`config.mk`:
```
export PLATFORM = sky130hd
export DESIGN_NAME = pfl_device_flat
export DESIGN_NICKNAME = d
export VERILOG_FILES = /design/src/pfl_pkg.sv /design/src/pfl_if.sv /design/src/pfl_device.sv /design/src/flat_wrapper.sv
export SDC_FILE = /design/constraint.sdc
export NUM_CORES = 1
export LEC_CHECK = 0
export ABC_AREA = 1
export ABC_CLOCK_PERIOD_IN_PS = 2250
export BUFFER_PORTS_ARGS = -buffer_cell sky130_fd_sc_hd__buf_2
export CORE_MARGIN = 2
export CORE_UTILIZATION = 51
export DETAILED_ROUTE_END_ITERATION = 6
export PLACE_DENSITY_LB_ADDON = 0.08
export REMOVE_ABC_BUFFERS = 1
export SYNTH_ARGS = -nofsm -noshare
export SYNTH_HDL_FRONTEND = slang
export SYNTH_SLANG_ARGS = --single-unit
```
`constraint.sdc`:
```
create_clock -name sys_clk -period 2.25 [get_ports sys_clk]
set_clock_uncertainty 0.15 [all_clocks]
set_input_delay 0.225 -clock sys_clk [delete_from_list [all_inputs] [get_ports sys_clk]]
set_output_delay 0.225 -clock sys_clk [all_outputs]
set_load 0.01 [all_outputs]
```
`src/pfl_pkg.sv`:
```
package pfl_pkg;
  localparam int WORD_BITS = 24;
  // control bits and field positions of the 24-bit word
  localparam logic [1:0] SEL_RCNT = 2'h0;
  localparam logic [1:0] SEL_ABCNT = 2'h1;
  localparam logic [1:0] SEL_FUNC = 2'h2;
  localparam logic [1:0] SEL_INIT = 2'h3;
  localparam int POS_CNT_RESET = 2;
  localparam int POS_PD1 = 3;
  localparam int POS_MUX_LO = 4;
  localparam int POS_POL = 7;
  localparam int POS_HIGHZ = 8;
  localparam int POS_FL_EN = 9;
  localparam int POS_FL_MODE = 10;
  localparam int POS_TC_LO = 11;
  localparam int POS_CUR1_LO = 15;
  localparam int POS_CUR2_LO = 18;
  localparam int POS_PD2 = 21;
  localparam int POS_PRE_LO = 22;
  localparam int POS_GAIN = 21;
  localparam logic [23:0] FUNC_RESET = 24'h000002;
  // timeout in pfd events: (code+1)*4
  localparam int TC_UNIT = 4;
  // host register map (byte addresses)
  localparam logic [3:0] ADDR_DATA = 4'h0;
  localparam logic [3:0] ADDR_CTRL = 4'h4;
  localparam logic [3:0] ADDR_STAT = 4'h8;
  localparam int LINK_DIV = 4;
endpackage

```
`src/pfl_if.sv`:
```
`timescale 1ns/1ps
interface pfl_if;
  logic ser_clk;
  logic ser_data;
  logic latch_enable_strobe;
  modport host (output ser_clk, output ser_data, output latch_enable_strobe);
  modport dev (input ser_clk, input ser_data, input latch_enable_strobe);
endinterface // pfl_if

```
`src/pfl_device.sv`:
```
`timescale 1ns/1ps
// Functional notes
// - select bits 10 load function latch
// - bit 2 holds counters reset
// - power-down bits act only with enable
// - enable pin low powers down immediately
// - pd1 only: power down right after latch
// - both pd bits: wait next pump event (an init word also triggers it)
// - power-down loads counters to load state
// - power-down makes pump high impedance
// - power-down resets lock detect
// - serial register works while powered down
// - bits 6-4 select output mux
// - fastlock only when bit 9 set
// - bit 10 selects manual or timer exit
// - gain bit 1 uses second current
// - manual mode exits on gain write 0
// - timer mode clears gain on timeout
// - timeout code bits 14-11, timer mode only
// - static current 17-15, fast 20-18
// - prescaler from bits 23-22
// - host keeps prescaler output in range
// - bit 7 sets detector polarity
// - bit 8 three-states pump output
// - 24 bits on rising edge, strobe loads
// - select 11 loads function plus reset
module pfl_device (
  input wire logic sys_clk,
  input wire logic sys_rst,
  input wire logic clk_en,
  pfl_if.dev link,
  input wire logic chip_enable,
  input wire logic pump_event,
  input wire logic [7:0] mux_sources,
  output logic [23:0] function_control_latch_q,
  output logic counter_hold_reset_q,
  output logic counter_load_q,
  output logic powered_down_q,
  output logic lock_detect_reset_q,
  output logic pump_highz_q,
  output logic multiplexed_output_pin_q,
  output logic detector_polarity_q,
  output logic [1:0] prescale_sel_q,
  output logic [2:0] pump_current_q,
  output logic pump_gain_bit_q
);
  ////////////////////////////////////////////////////////////////
  logic [2:0] sclk_s, le_s, ce_s;
  logic [1:0] dat_s;
  logic [23:0] shift_q;
  logic [5:0] tmr_q;
  logic sync_pd_q, pd_d;
  logic sclk_rise, le_rise;
  assign sclk_rise = sclk_s[1] & ~sclk_s[2];
  assign le_rise = le_s[1] & ~le_s[2];

  // clock and strobe pass two flops before logic, enable three; the third clock and strobe flops find edges
  always_ff @(posedge sys_clk or posedge sys_rst) begin
    if (sys_rst) sclk_s <= 3'h0;
    else if (clk_en) sclk_s <= {sclk_s[1:0], link.ser_clk};
  end

  always_ff @(posedge sys_clk or posedge sys_rst) begin
    if (sys_rst) le_s <= 3'h0;
    else if (clk_en) le_s <= {le_s[1:0], link.latch_enable_strobe};
  end

  always_ff @(posedge sys_clk or posedge sys_rst) begin
    if (sys_rst) ce_s <= 3'h0;
    else if (clk_en) ce_s <= {ce_s[1:0], chip_enable};
  end

  // data lines up with the second clock flop, so it is settled at the edge
  always_ff @(posedge sys_clk or posedge sys_rst) begin
    if (sys_rst) dat_s <= 2'h0;
    else if (clk_en) dat_s <= {dat_s[0], link.ser_data};
  end

  ////////////////////////////////////////////////////////////////
  // shifter never gated by power-down
  always_ff @(posedge sys_clk or posedge sys_rst) begin
    if (sys_rst) shift_q <= 24'h000000;
    else if (clk_en && sclk_rise) shift_q <= {shift_q[22:0], dat_s[1]};
  end

  logic [1:0] sel;
  logic func_wr, init_wr, ab_wr;
  assign sel = shift_q[1:0];
  assign func_wr = le_rise && (sel == pfl_pkg::SEL_FUNC || sel == pfl_pkg::SEL_INIT);
  assign init_wr = le_rise && sel == pfl_pkg::SEL_INIT;
  assign ab_wr = le_rise && sel == pfl_pkg::SEL_ABCNT;

  always_ff @(posedge sys_clk or posedge sys_rst) begin
    if (sys_rst) function_control_latch_q <= pfl_pkg::FUNC_RESET;
    else if (clk_en && func_wr) function_control_latch_q <= shift_q;
  end

  logic [23:0] f;
  logic fl_en, fl_mode, pd1, pd2, ce;
  assign f = function_control_latch_q;
  assign fl_en = f[pfl_pkg::POS_FL_EN];
  assign fl_mode = f[pfl_pkg::POS_FL_MODE];
  assign pd1 = f[pfl_pkg::POS_PD1];
  assign pd2 = f[pfl_pkg::POS_PD2];
  assign ce = ce_s[2];

  ////////////////////////////////////////////////////////////////
  // named fields keep every bit position in one place
  logic [2:0] mux_sel, cur_static, cur_fast;
  logic [1:0] presc;
  logic pol_bit, highz_bit, hold_bit;
  assign mux_sel = f[pfl_pkg::POS_MUX_LO +: 3];
  assign cur_static = f[pfl_pkg::POS_CUR1_LO +: 3];
  assign cur_fast = f[pfl_pkg::POS_CUR2_LO +: 3];
  assign presc = f[pfl_pkg::POS_PRE_LO +: 2];
  assign pol_bit = f[pfl_pkg::POS_POL];
  assign highz_bit = f[pfl_pkg::POS_HIGHZ];
  assign hold_bit = f[pfl_pkg::POS_CNT_RESET];

  ////////////////////////////////////////////////////////////////
  // synchronous power-down armed until next pump event or init word
  always_ff @(posedge sys_clk or posedge sys_rst) begin
    if (sys_rst) sync_pd_q <= 1'b0;
    else if (clk_en) begin
      if (!(ce && pd1 && pd2)) sync_pd_q <= 1'b0;
      else if (pump_event || init_wr) sync_pd_q <= 1'b1;
    end
  end

  always_comb begin
    pd_d = 1'b0;
    if (!ce) pd_d = 1'b1;
    else if (pd1 && !pd2) pd_d = 1'b1;
    else if (pd1 && pd2) pd_d = sync_pd_q;
  end

  // every power-down effect comes from pd_d, so they all move together
  always_ff @(posedge sys_clk or posedge sys_rst) begin
    if (sys_rst) powered_down_q <= 1'b1;
    else if (clk_en) powered_down_q <= pd_d;
  end

  // an init word also pulses it, like an internal counter reset
  always_ff @(posedge sys_clk or posedge sys_rst) begin
    if (sys_rst) counter_load_q <= 1'b1;
    else if (clk_en) counter_load_q <= pd_d | init_wr;
  end

  // one-cycle pulse on entry only
  always_ff @(posedge sys_clk or posedge sys_rst) begin
    if (sys_rst) lock_detect_reset_q <= 1'b1;
    else if (clk_en) lock_detect_reset_q <= pd_d & ~powered_down_q;
  end

  always_ff @(posedge sys_clk or posedge sys_rst) begin
    if (sys_rst) counter_hold_reset_q <= 1'b0;
    else if (clk_en) counter_hold_reset_q <= hold_bit;
  end

  // held counters also float the pump, so it cannot kick the loop
  always_ff @(posedge sys_clk or posedge sys_rst) begin
    if (sys_rst) pump_highz_q <= 1'b1;
    else if (clk_en) pump_highz_q <= pd_d | highz_bit | hold_bit;
  end

  ////////////////////////////////////////////////////////////////
  // gain bit: written by host via ab word, cleared by timer
  logic tmr_done;
  assign tmr_done = fl_en && fl_mode && pump_gain_bit_q && tmr_q == 6'h00 && pump_event;
  always_ff @(posedge sys_clk or posedge sys_rst) begin
    if (sys_rst) pump_gain_bit_q <= 1'b0;
    else if (clk_en) begin
      if (ab_wr) pump_gain_bit_q <= shift_q[pfl_pkg::POS_GAIN];
      else if (tmr_done) pump_gain_bit_q <= 1'b0;
    end
  end

  // timer counts pump events; held at load state while powered down
  always_ff @(posedge sys_clk or posedge sys_rst) begin
    if (sys_rst) tmr_q <= 6'h00;
    else if (clk_en) begin
      if (pd_d || ab_wr || !(fl_en && fl_mode))
        tmr_q <= 6'(({2'h0, f[pfl_pkg::POS_TC_LO +: 4]} + 6'h01) * pfl_pkg::TC_UNIT - 1);
      else if (pump_event && tmr_q != 6'h00) tmr_q <= tmr_q - 6'h01;
    end
  end

  ////////////////////////////////////////////////////////////////
  // decoded controls are flops, so they lag the latch by one clock
  // fast current only while fastlock is enabled and the gain bit is set
  always_ff @(posedge sys_clk or posedge sys_rst) begin
    if (sys_rst) pump_current_q <= 3'h0;
    else if (clk_en && fl_en && pump_gain_bit_q) pump_current_q <= cur_fast;
    else if (clk_en) pump_current_q <= cur_static;
  end

  always_ff @(posedge sys_clk or posedge sys_rst) begin
    if (sys_rst) multiplexed_output_pin_q <= 1'b0;
    else if (clk_en) multiplexed_output_pin_q <= mux_sources[mux_sel];
  end

  always_ff @(posedge sys_clk or posedge sys_rst) begin
    if (sys_rst) detector_polarity_q <= 1'b0;
    else if (clk_en) detector_polarity_q <= pol_bit;
  end

  always_ff @(posedge sys_clk or posedge sys_rst) begin
    if (sys_rst) prescale_sel_q <= 2'h0;
    else if (clk_en) prescale_sel_q <= presc;
  end
endmodule // pfl_device

```
`src/flat_wrapper.sv`:
```
// flat-port wrapper written by rule: the top's interface ports become plain ports
module pfl_device_flat 
  (sys_clk, sys_rst, clk_en, chip_enable, pump_event, mux_sources, function_control_latch_q, counter_hold_reset_q, counter_load_q, powered_down_q, lock_detect_reset_q, pump_highz_q, multiplexed_output_pin_q, detector_polarity_q, prescale_sel_q, pump_current_q, pump_gain_bit_q, link_ser_clk, link_ser_data, link_latch_enable_strobe);
  pfl_if link_i ();
  input wire logic sys_clk;
  input wire logic sys_rst;
  input wire logic clk_en;
  input wire logic chip_enable;
  input wire logic pump_event;
  input wire logic [7:0] mux_sources;
  output logic [23:0] function_control_latch_q;
  output logic counter_hold_reset_q;
  output logic counter_load_q;
  output logic powered_down_q;
  output logic lock_detect_reset_q;
  output logic pump_highz_q;
  output logic multiplexed_output_pin_q;
  output logic detector_polarity_q;
  output logic [1:0] prescale_sel_q;
  output logic [2:0] pump_current_q;
  output logic pump_gain_bit_q;
  input wire logic [$bits(link_i.ser_clk)-1:0] link_ser_clk;
  input wire logic [$bits(link_i.ser_data)-1:0] link_ser_data;
  input wire logic [$bits(link_i.latch_enable_strobe)-1:0] link_latch_enable_strobe;
  assign link_i.ser_clk = link_ser_clk;
  assign link_i.ser_data = link_ser_data;
  assign link_i.latch_enable_strobe = link_latch_enable_strobe;
  pfl_device u_core (.sys_clk(sys_clk), .sys_rst(sys_rst), .clk_en(clk_en), .link(link_i), .chip_enable(chip_enable), .pump_event(pump_event), .mux_sources(mux_sources), .function_control_latch_q(function_control_latch_q), .counter_hold_reset_q(counter_hold_reset_q), .counter_load_q(counter_load_q), .powered_down_q(powered_down_q), .lock_detect_reset_q(lock_detect_reset_q), .pump_highz_q(pump_highz_q), .multiplexed_output_pin_q(multiplexed_output_pin_q), .detector_polarity_q(detector_polarity_q), .prescale_sel_q(prescale_sel_q), .pump_current_q(pump_current_q), .pump_gain_bit_q(pump_gain_bit_q));
endmodule
```
==> impl_metrics.json, run 1 <==
{
  "status": "completed",
  "die-area_um2": 7530,
  "drive_above_1_share_pct": 23.5,
  "seqPwrFrac_pct": 50.0,
  "antenna_found_initial": 0,
  "portBuffers": 52,
  "arrival_ns": 1.68,
  "finalSetupViolCount": 0,
  "wl_mm": 6.74,
  "r2r_cells": 9,
  "p_per_area_nw_per_um2": 1160,
  "reg2reg_to": "u_core.tmr_q[5]",
  "synth_top_cell_by_area": "dfrtp_1",
  "drc": 0,
  "dp_slack_ns": 0.678,
  "syn-mean-instance-area_um2": 8.89,
  "cp_common_cell": "nand2_1",
  "cp-end-kind": "flip-flop",
  "placedCellCount": 518,
  "grt_pass1_vias": 2510,
  "area.growth.synth_to_final_pct": 16.1,
  "p_clk_share_pct": 19.7,
  "cts_tree": "yes",
  "timing.slew.headroom_pct": 64.2,
  "yosysUniqueCellTypes": 32,
  "first_pass_iters": 4,
  "rrSetupSlack_ns": 0.66,
  "ys_seq_area_share_pct": 56.8,
  "initial_core_util_pct": 52.0,
  "crit_required_ns": 2.34,
  "stdcell_count": 539,
  "dp_hpwl_mm": 4.70,
  "ys_ff_latch": 79,
  "synth.top_cell.area_share_pct": 53.0,
  "cts-root-buf": "clkbuf_8",
  "fin_crit_ns": 1.59,
  "nets": 473,
  "cts_buffers": 9,
  "rr_startpoint": "u_core.function_control_latch_q[11]",
  "num_rows": 30,
  "vias": 2657,
  "grt_max_degree": 49,
  "rsz0062_at_grt": "false",
  "routed_via_density": 4.93,
  "cts-resized-gates": 0,
  "combPwrFrac_pct": 30.2,
  "die_w_um": 86.8,
  "cp_slowest_cell": "dfrtp_1",
  "ir_drop_mv": 0.551,
  "path_depth": 9,
  "place.gp.congestion": 0.834,
  "clkSinkCount": 79,
  "cpLargestDelayFamily": "simple AND/OR/NAND/NOR gates",
  "clk_pin_slew_ns": 0.08,
  "min_period_over_period_pct": 70.8,
  "power_switching_mw": 1.74,
  "utilization_pct": 60.3,
  "finalHoldWorstSlack_ns": 0.0419,
  "cap_viol_max_count": 0,
  "syn_area_um2": 3490,
  "crit_buf_inv": 1,
  "fin_tns_setup_ns": 0,
  "start_kind": "flip-flop",
  "clock_latency_ns": 0.34,
  "p_leak_nw": 2.12,
  "max_stage_delay_ns": 0.45,
  "crit_path_max_fanout": 7,
  "finalInstanceArea_um2": 4050,
  "htree_levels": 3,
  "hold_path_end": "u_core.sclk_s[1]",
  "wl_per_cell_um": 12.5,
  "grt.overflow.total": 0,
  "fmax_mhz": 628,
  "pin_count": 53,
  "synth_area_leaders": "dfrtp_1 53%, nand2_1 14%, o21ai_0 4.4%, inv_1 4.4%, dfstp_2 3.8%",
  "cts_buffer_depth": 2,
  "power_mw": 4.70,
  "ant_nets": 0,
  "whs_path_depth": 3,
  "first_iter_violations": 189,
  "worst_pin_slew_ns": 0.537,
  "fin_ws_ns": 0.656,
  "grt_pass1_wl_mm": 11.6,
  "internal-power_mw": 2.96,
  "worstHoldStart": "clk_en",
  "yosysWarnings": 0,
  "diodes": 0,
  "die_h_um": 86.8,
  "hold_viol": 0,
  "crit_type": "flip-flop to flip-flop",
  "swShare_pct": 37.0,
  "cp_cell_sequence": "ha_1, nor2_1, nand3_1, inv_1, nand2_1, nand3_1, nand2_1, nand2_1, nand2_1",
  "dpl_cell_area_um2": 3830,
  "maxSlewViolCount": 0,
  "track_usage_pct": 19.8,
  "hold_path.class": "primary input to flip-flop",
  "synthCells": 393,
  "core_area_um2": 6720,
  "num-fill-cells": 608
}
-- synth_stat cells, drive strengths merged --
cell and count:
xnor2 1, buf 11, clkinv 1, o21a 1, a21oi 14, clkbuf 4, xor2 1, nand4 5
ha 3, nor2 18, or2 2, inv 44, o211ai 3, o21ai 53, nand3 18, dfstp 5
dfrtp 74, nor3 1, a32oi 1, nand2 133
-- state kept, by name (all words and copies together) (netlist names), 2 cells and up --
| name | count |
|---|---|
| u_core.dat_s | 2 |
| u_core.shift_q | 24 |
| u_core.le_s | 3 |
| u_core.function_control_latch_q | 24 |
| u_core.pump_current_q | 3 |
| u_core.prescale_sel_q | 2 |
| u_core.ce_s | 3 |
| u_core.sclk_s | 3 |
| u_core.tmr_q | 6 |
-- power by group through the flow --
stage	combinational, mW	sequential (mW)	clock (mW)
after detailed placement	1.43	2.38	0
after global routing	1.65	2.43	1.02
after CTS	1.44	2.35	0.950
final	1.42	2.35	0.928
after floorplan	0.839	2.41	0
after global placement	1.40	2.37	0
-- worst max path at each step --
stage                                        start              end  slack, ns
6_report       u_core.function_control_latch_q[11]  u_core.tmr_q[5]       0.66
5_1_grt        u_core.function_control_latch_q[11]  u_core.tmr_q[5]       0.41
3_3_place_gp   u_core.function_control_latch_q[11]  u_core.tmr_q[5]       0.71
4_1_cts        u_core.function_control_latch_q[11]  u_core.tmr_q[5]       0.66
2_1_floorplan                              sys_rst   u_core.ce_s[0]      -0.14
3_5_place_dp   u_core.function_control_latch_q[11]  u_core.tmr_q[5]       0.68
-- metal layers --
layer	track usage [%]	wire length [µm]	vias up
met5	0	0	-
met4	6.82	70	0
met3	5.24	283	7
met2	30.3	3010	54
met1	27.5	3370	1223
li1	-	-	1373
-- logic make-up (layout without fill, tap and decap cells) --
group	Yosys count	count (layout)	share of synthesized area (%)
xor gates and xnor gates	2	2	0.502
and+or+nand+nor	177	177	21.5
AOI/OAI and AO/OA	72	72	12.3
adders and majority gates	3	3	1.07
DFF	79	79	56.8
buffers and inverters	60	126	7.81
-- cell usage in the layout (no fill, tap or decap), drive strengths merged --
cell type,count
nand2,133
dfrtp,74
buf,60
o21ai,53
inv,43
nand3,18
nor2,18
a21oi,14
clkbuf,12
clkinv,6
nand4,5
dlygate4sd3,5
dfstp,5
o211ai,3
ha,3
or2,2
xnor2,1
xor2,1
a32oi,1
nor3,1
o21a,1
-- cell type report --
type                            instances  area (µm²)  share of cell area (%)
Sequential cell                        79        1980                    48.9
Multi-Input combinational cell        254        1240                    30.5
Timing Repair Buffer                   65         395                    9.75
Inverter                               45         170                    4.20
Clock buffer                           12         145                    3.58
Tap cell                               80         100                    2.47
Clock inverter                          4        23.8                   0.586
-- tightest hold or removal path, stage by stage --
cell     delay [ns]
buf_2          0.15
nand2_1        0.08
nand2_1        0.05
-- repair_timing --
item,4_1_cts,5_1_grt
buffers inserted,0,0
setup endpoints to repair,0,0
hold buffers,5,0
endpoints found under the hold margin,30,0
(Power assumes the default switching activity.)
==> run 2, diff against run 1 <==
ABC_AREA = 0   (was 1)
ABC_CLOCK_PERIOD_IN_PS = 1300   (was 2250)
clock period = 1.3 ns   (was 2.25 ns; I/O delays follow)
==> impl_metrics.json, run 2 <==
{
  "num-fill-cells": 345,
  "arrival_ns": 1.92,
  "fin_crit_ns": 1.83,
  "crit_required_ns": 1.40,
  "clkSinkCount": 79,
  "initial_core_util_pct": 53.4,
  "path_depth": 5,
  "ant_nets": 0,
  "synth_top_cell_by_area": "dfrtp_1",
  "synth_common_cells": "74 x dfrtp_1, 72 x nand2_1, 37 x mux2_2",
  "die-area_um2": 7400,
  "grt.overflow.total": 0,
  "drive_above_1_share_pct": 62.0,
  "maxSlewViolCount": 0,
  "max_stage_delay_ns": 0.42,
  "cap_viol_max_count": 0,
  "die_h_um": 86.0,
  "fin_tns_setup_ns": -9.53,
  "rsz0062_at_grt": "true",
  "syn_area_um2": 3430,
  "ir_drop_mv": 1.18,
  "final_cell_mix": "73 x dfrtp_1, 44 x buf_4, 39 x buf_2, 37 x mux2_2, 29 x buf_6",
  "yosysWarnings": 0,
  "nets": 446,
  "crit_path_max_fanout": 4,
  "track_usage_pct": 24.3,
  "fin_ws_ns": -0.526,
  "cp-end-kind": "flip-flop",
  "synthMuxAreaShare_pct": 14.9,
  "cts_buffer_depth": 2,
  "ys.flop_type": "dfrtp_1",
  "combPwrFrac_pct": 30.9,
  "finalSetupViolCount": 61,
  "pin_count": 53,
  "ys_seq_area_share_pct": 57.8,
  "crit_type": "flip-flop to flip-flop",
  "synth_area_leaders": "dfrtp_1 54%, mux2_2 12%, nand2_1 7.9%, dfstp_2 3.8%, mux2i_1 1.5%",
  "violations": "negative setup slack",
  "utilization_pct": 81.6,
  "synth-compound-area-share_pct": 8.10,
  "cts_tree": "yes",
  "antenna_found_initial": 0,
  "grt_pass1_vias": 2816,
  "clk_pin_slew_ns": 0.09,
  "fmax_mhz": 548,
  "worst_pin_slew_ns": 0.403,
  "die_w_um": 86.0,
  "synth_xor_area_share_pct": 0.511,
  "synthCells": 298,
  "timing.slew.headroom_pct": 73.1,
  "yosys.area_share.simple_pct": 15.1,
  "area.growth.synth_to_final_pct": 52.8,
  "crit_buf_inv": 0,
  "stdcell_count": 509,
  "first_iter_violations": 254,
  "drc": 0,
  "grt_pass1_wl_mm": 13.6,
  "cp_cell_sequence": "ha_4, nand2b_4, o21a_1, or4_1, a41o_1",
  "clock_latency_ns": 0.35,
  "dp_hpwl_mm": 4.93,
  "p_per_area_nw_per_um2": 1400,
  "worstHoldStart": "clk_en",
  "wl_mm": 8.99,
  "min_period_over_period_pct": 140,
  "cpLargestDelayFamily": "simple AND/OR/NAND/NOR gates",
  "htree_levels": 3,
  "status": "finished, violations left",
  "p_leak_nw": 2.64,
  "grt_max_degree": 56,
  "cts_buffers": 9,
  "hold_path_end": "u_core.le_s[2]",
  "r2r_cells": 5,
  "vias": 2777,
  "num_rows": 29,
  "core_area_um2": 6420,
  "diodes": 0,
  "cp_slowest_cell": "dfrtp_1",
  "reg2reg_to": "u_core.tmr_q[5]",
  "synth.most_common_cell": "dfrtp_1",
  "placedCellCount": 459,
  "syn-mean-instance-area_um2": 11.5,
  "synth_top_family_by_area": "simple AND/OR/NAND/NOR gates",
  "async_flop_share_pct": 100,
  "swShare_pct": 32.7,
  "hold_viol": 0,
  "place.gp.congestion": 0.830,
  "synth_edf_count": 0,
  "ys_ff_latch": 79,
  "rr_startpoint": "u_core.function_control_latch_q[11]",
  "yosys.area_share.adder_pct": 1.09,
  "rrSetupSlack_ns": -0.53,
  "synth.top_cell.area_share_pct": 54.0,
  "largestRegisters": "u_core.function_control_latch_q (24), u_core.shift_q (24), u_core.tmr_q (6)",
  "yosysUniqueCellTypes": 51,
  "seqPwrFrac_pct": 45.5,
  "internal-power_mw": 4.95,
  "p_clk_share_pct": 23.6,
  "wl_per_cell_um": 17.7,
  "whs_path_depth": 3,
  "routed_via_density": 5.46,
  "final_common_cell": "dfrtp_1",
  "hold_path.class": "primary input to flip-flop",
  "first_pass_iters": 4,
  "portBuffers": 52,
  "cts-root-buf": "clkbuf_8",
  "start_kind": "flip-flop",
  "power_switching_mw": 2.41
}
run 2: kinds of logic (layout without fill, tap and decap cells):
| logic type | after synthesis | count (layout) |
|---|---|---|
| buf+inv | 20 | 154 |
| compound gates | 39 | 39 |
| xor+xnor | 2 | 2 |
| simple gates | 111 | 111 |
| flops | 79 | 79 |
| fa+ha+maj | 3 | 3 |
| mux | 44 | 44 |
run 2: repair_timing:
action,4_1_cts,5_1_grt
resized for setup,88,62
cloned,6,0
hold buffers,5,0
pin swaps,57,29
setup endpoints to repair,65,72
setup buffers,14,12
endpoints found under the hold margin,83,0
run 2: power by group through the flow:
stage	logic (mW)	registers (mW)	clock network [mW]
floorplan	0.674	3.35	0
global placement	1.46	3.25	0
detailed placement	1.50	3.27	0
CTS	1.94	3.26	1.71
global route	2.42	3.41	1.86
finish	2.27	3.35	1.73
run 2: metal layers:
metal  track usage (%)  vias to the layer above  routed length [µm]
met4              13.0                        0                 219
met1              32.0                     1378                3790
met2              38.6                       76                4610
met3              4.04                       20                 364
li1                  -                     1303                   -
met5                 0                        -                   0
run 2: stage by stage:
step           power [mW]  cell area [µm²]  hold slack, ns  worst slack, ns
2_1_floorplan        4.02             3380          0.0421           -0.995
3_3_place_gp         4.71             4100          0.0496           -0.593
3_5_place_dp         4.77             4100          0.0526           -0.641
4_1_cts              6.91             4900        0.000842           -0.526
5_1_grt              7.69             5240          0.0496           -0.575
6_report             7.36             5240          0.0354           -0.526
run 2: worst min-delay path, cell delays in order:
cell     delay, ns
buf_2         0.16
nand2_1       0.11
o21ai_0       0.08
run 2: cell type report:
type                            count  area (µm²)  share of cell area (%)
Clock buffer                        9         124                    2.36
Multi-Input combinational cell    199        1760                    33.5
Tap cell                           77        96.3                    1.84
Timing Repair Buffer              129        1190                    22.7
Clock inverter                      7        56.3                    1.07
Inverter                            9        37.5                   0.716
Sequential cell                    79        1980                    37.9
run 2: how the worst max path moves through the flow:
| stage | start | endpoint | slack [ns] |
|---|---|---|---|
| after CTS | u_core.function_control_latch_q[12] | u_core.tmr_q[5] | -0.53 |
| after detailed placement | u_core.function_control_latch_q[11] | u_core.tmr_q[5] | -0.64 |
| after global routing | u_core.function_control_latch_q[11] | u_core.tmr_q[5] | -0.57 |
| after floorplan | sys_rst | u_core.ce_s[0] | -1.0 |
| final | u_core.function_control_latch_q[11] | u_core.tmr_q[5] | -0.53 |
| after global placement | u_core.function_control_latch_q[11] | u_core.tmr_q[5] | -0.59 |
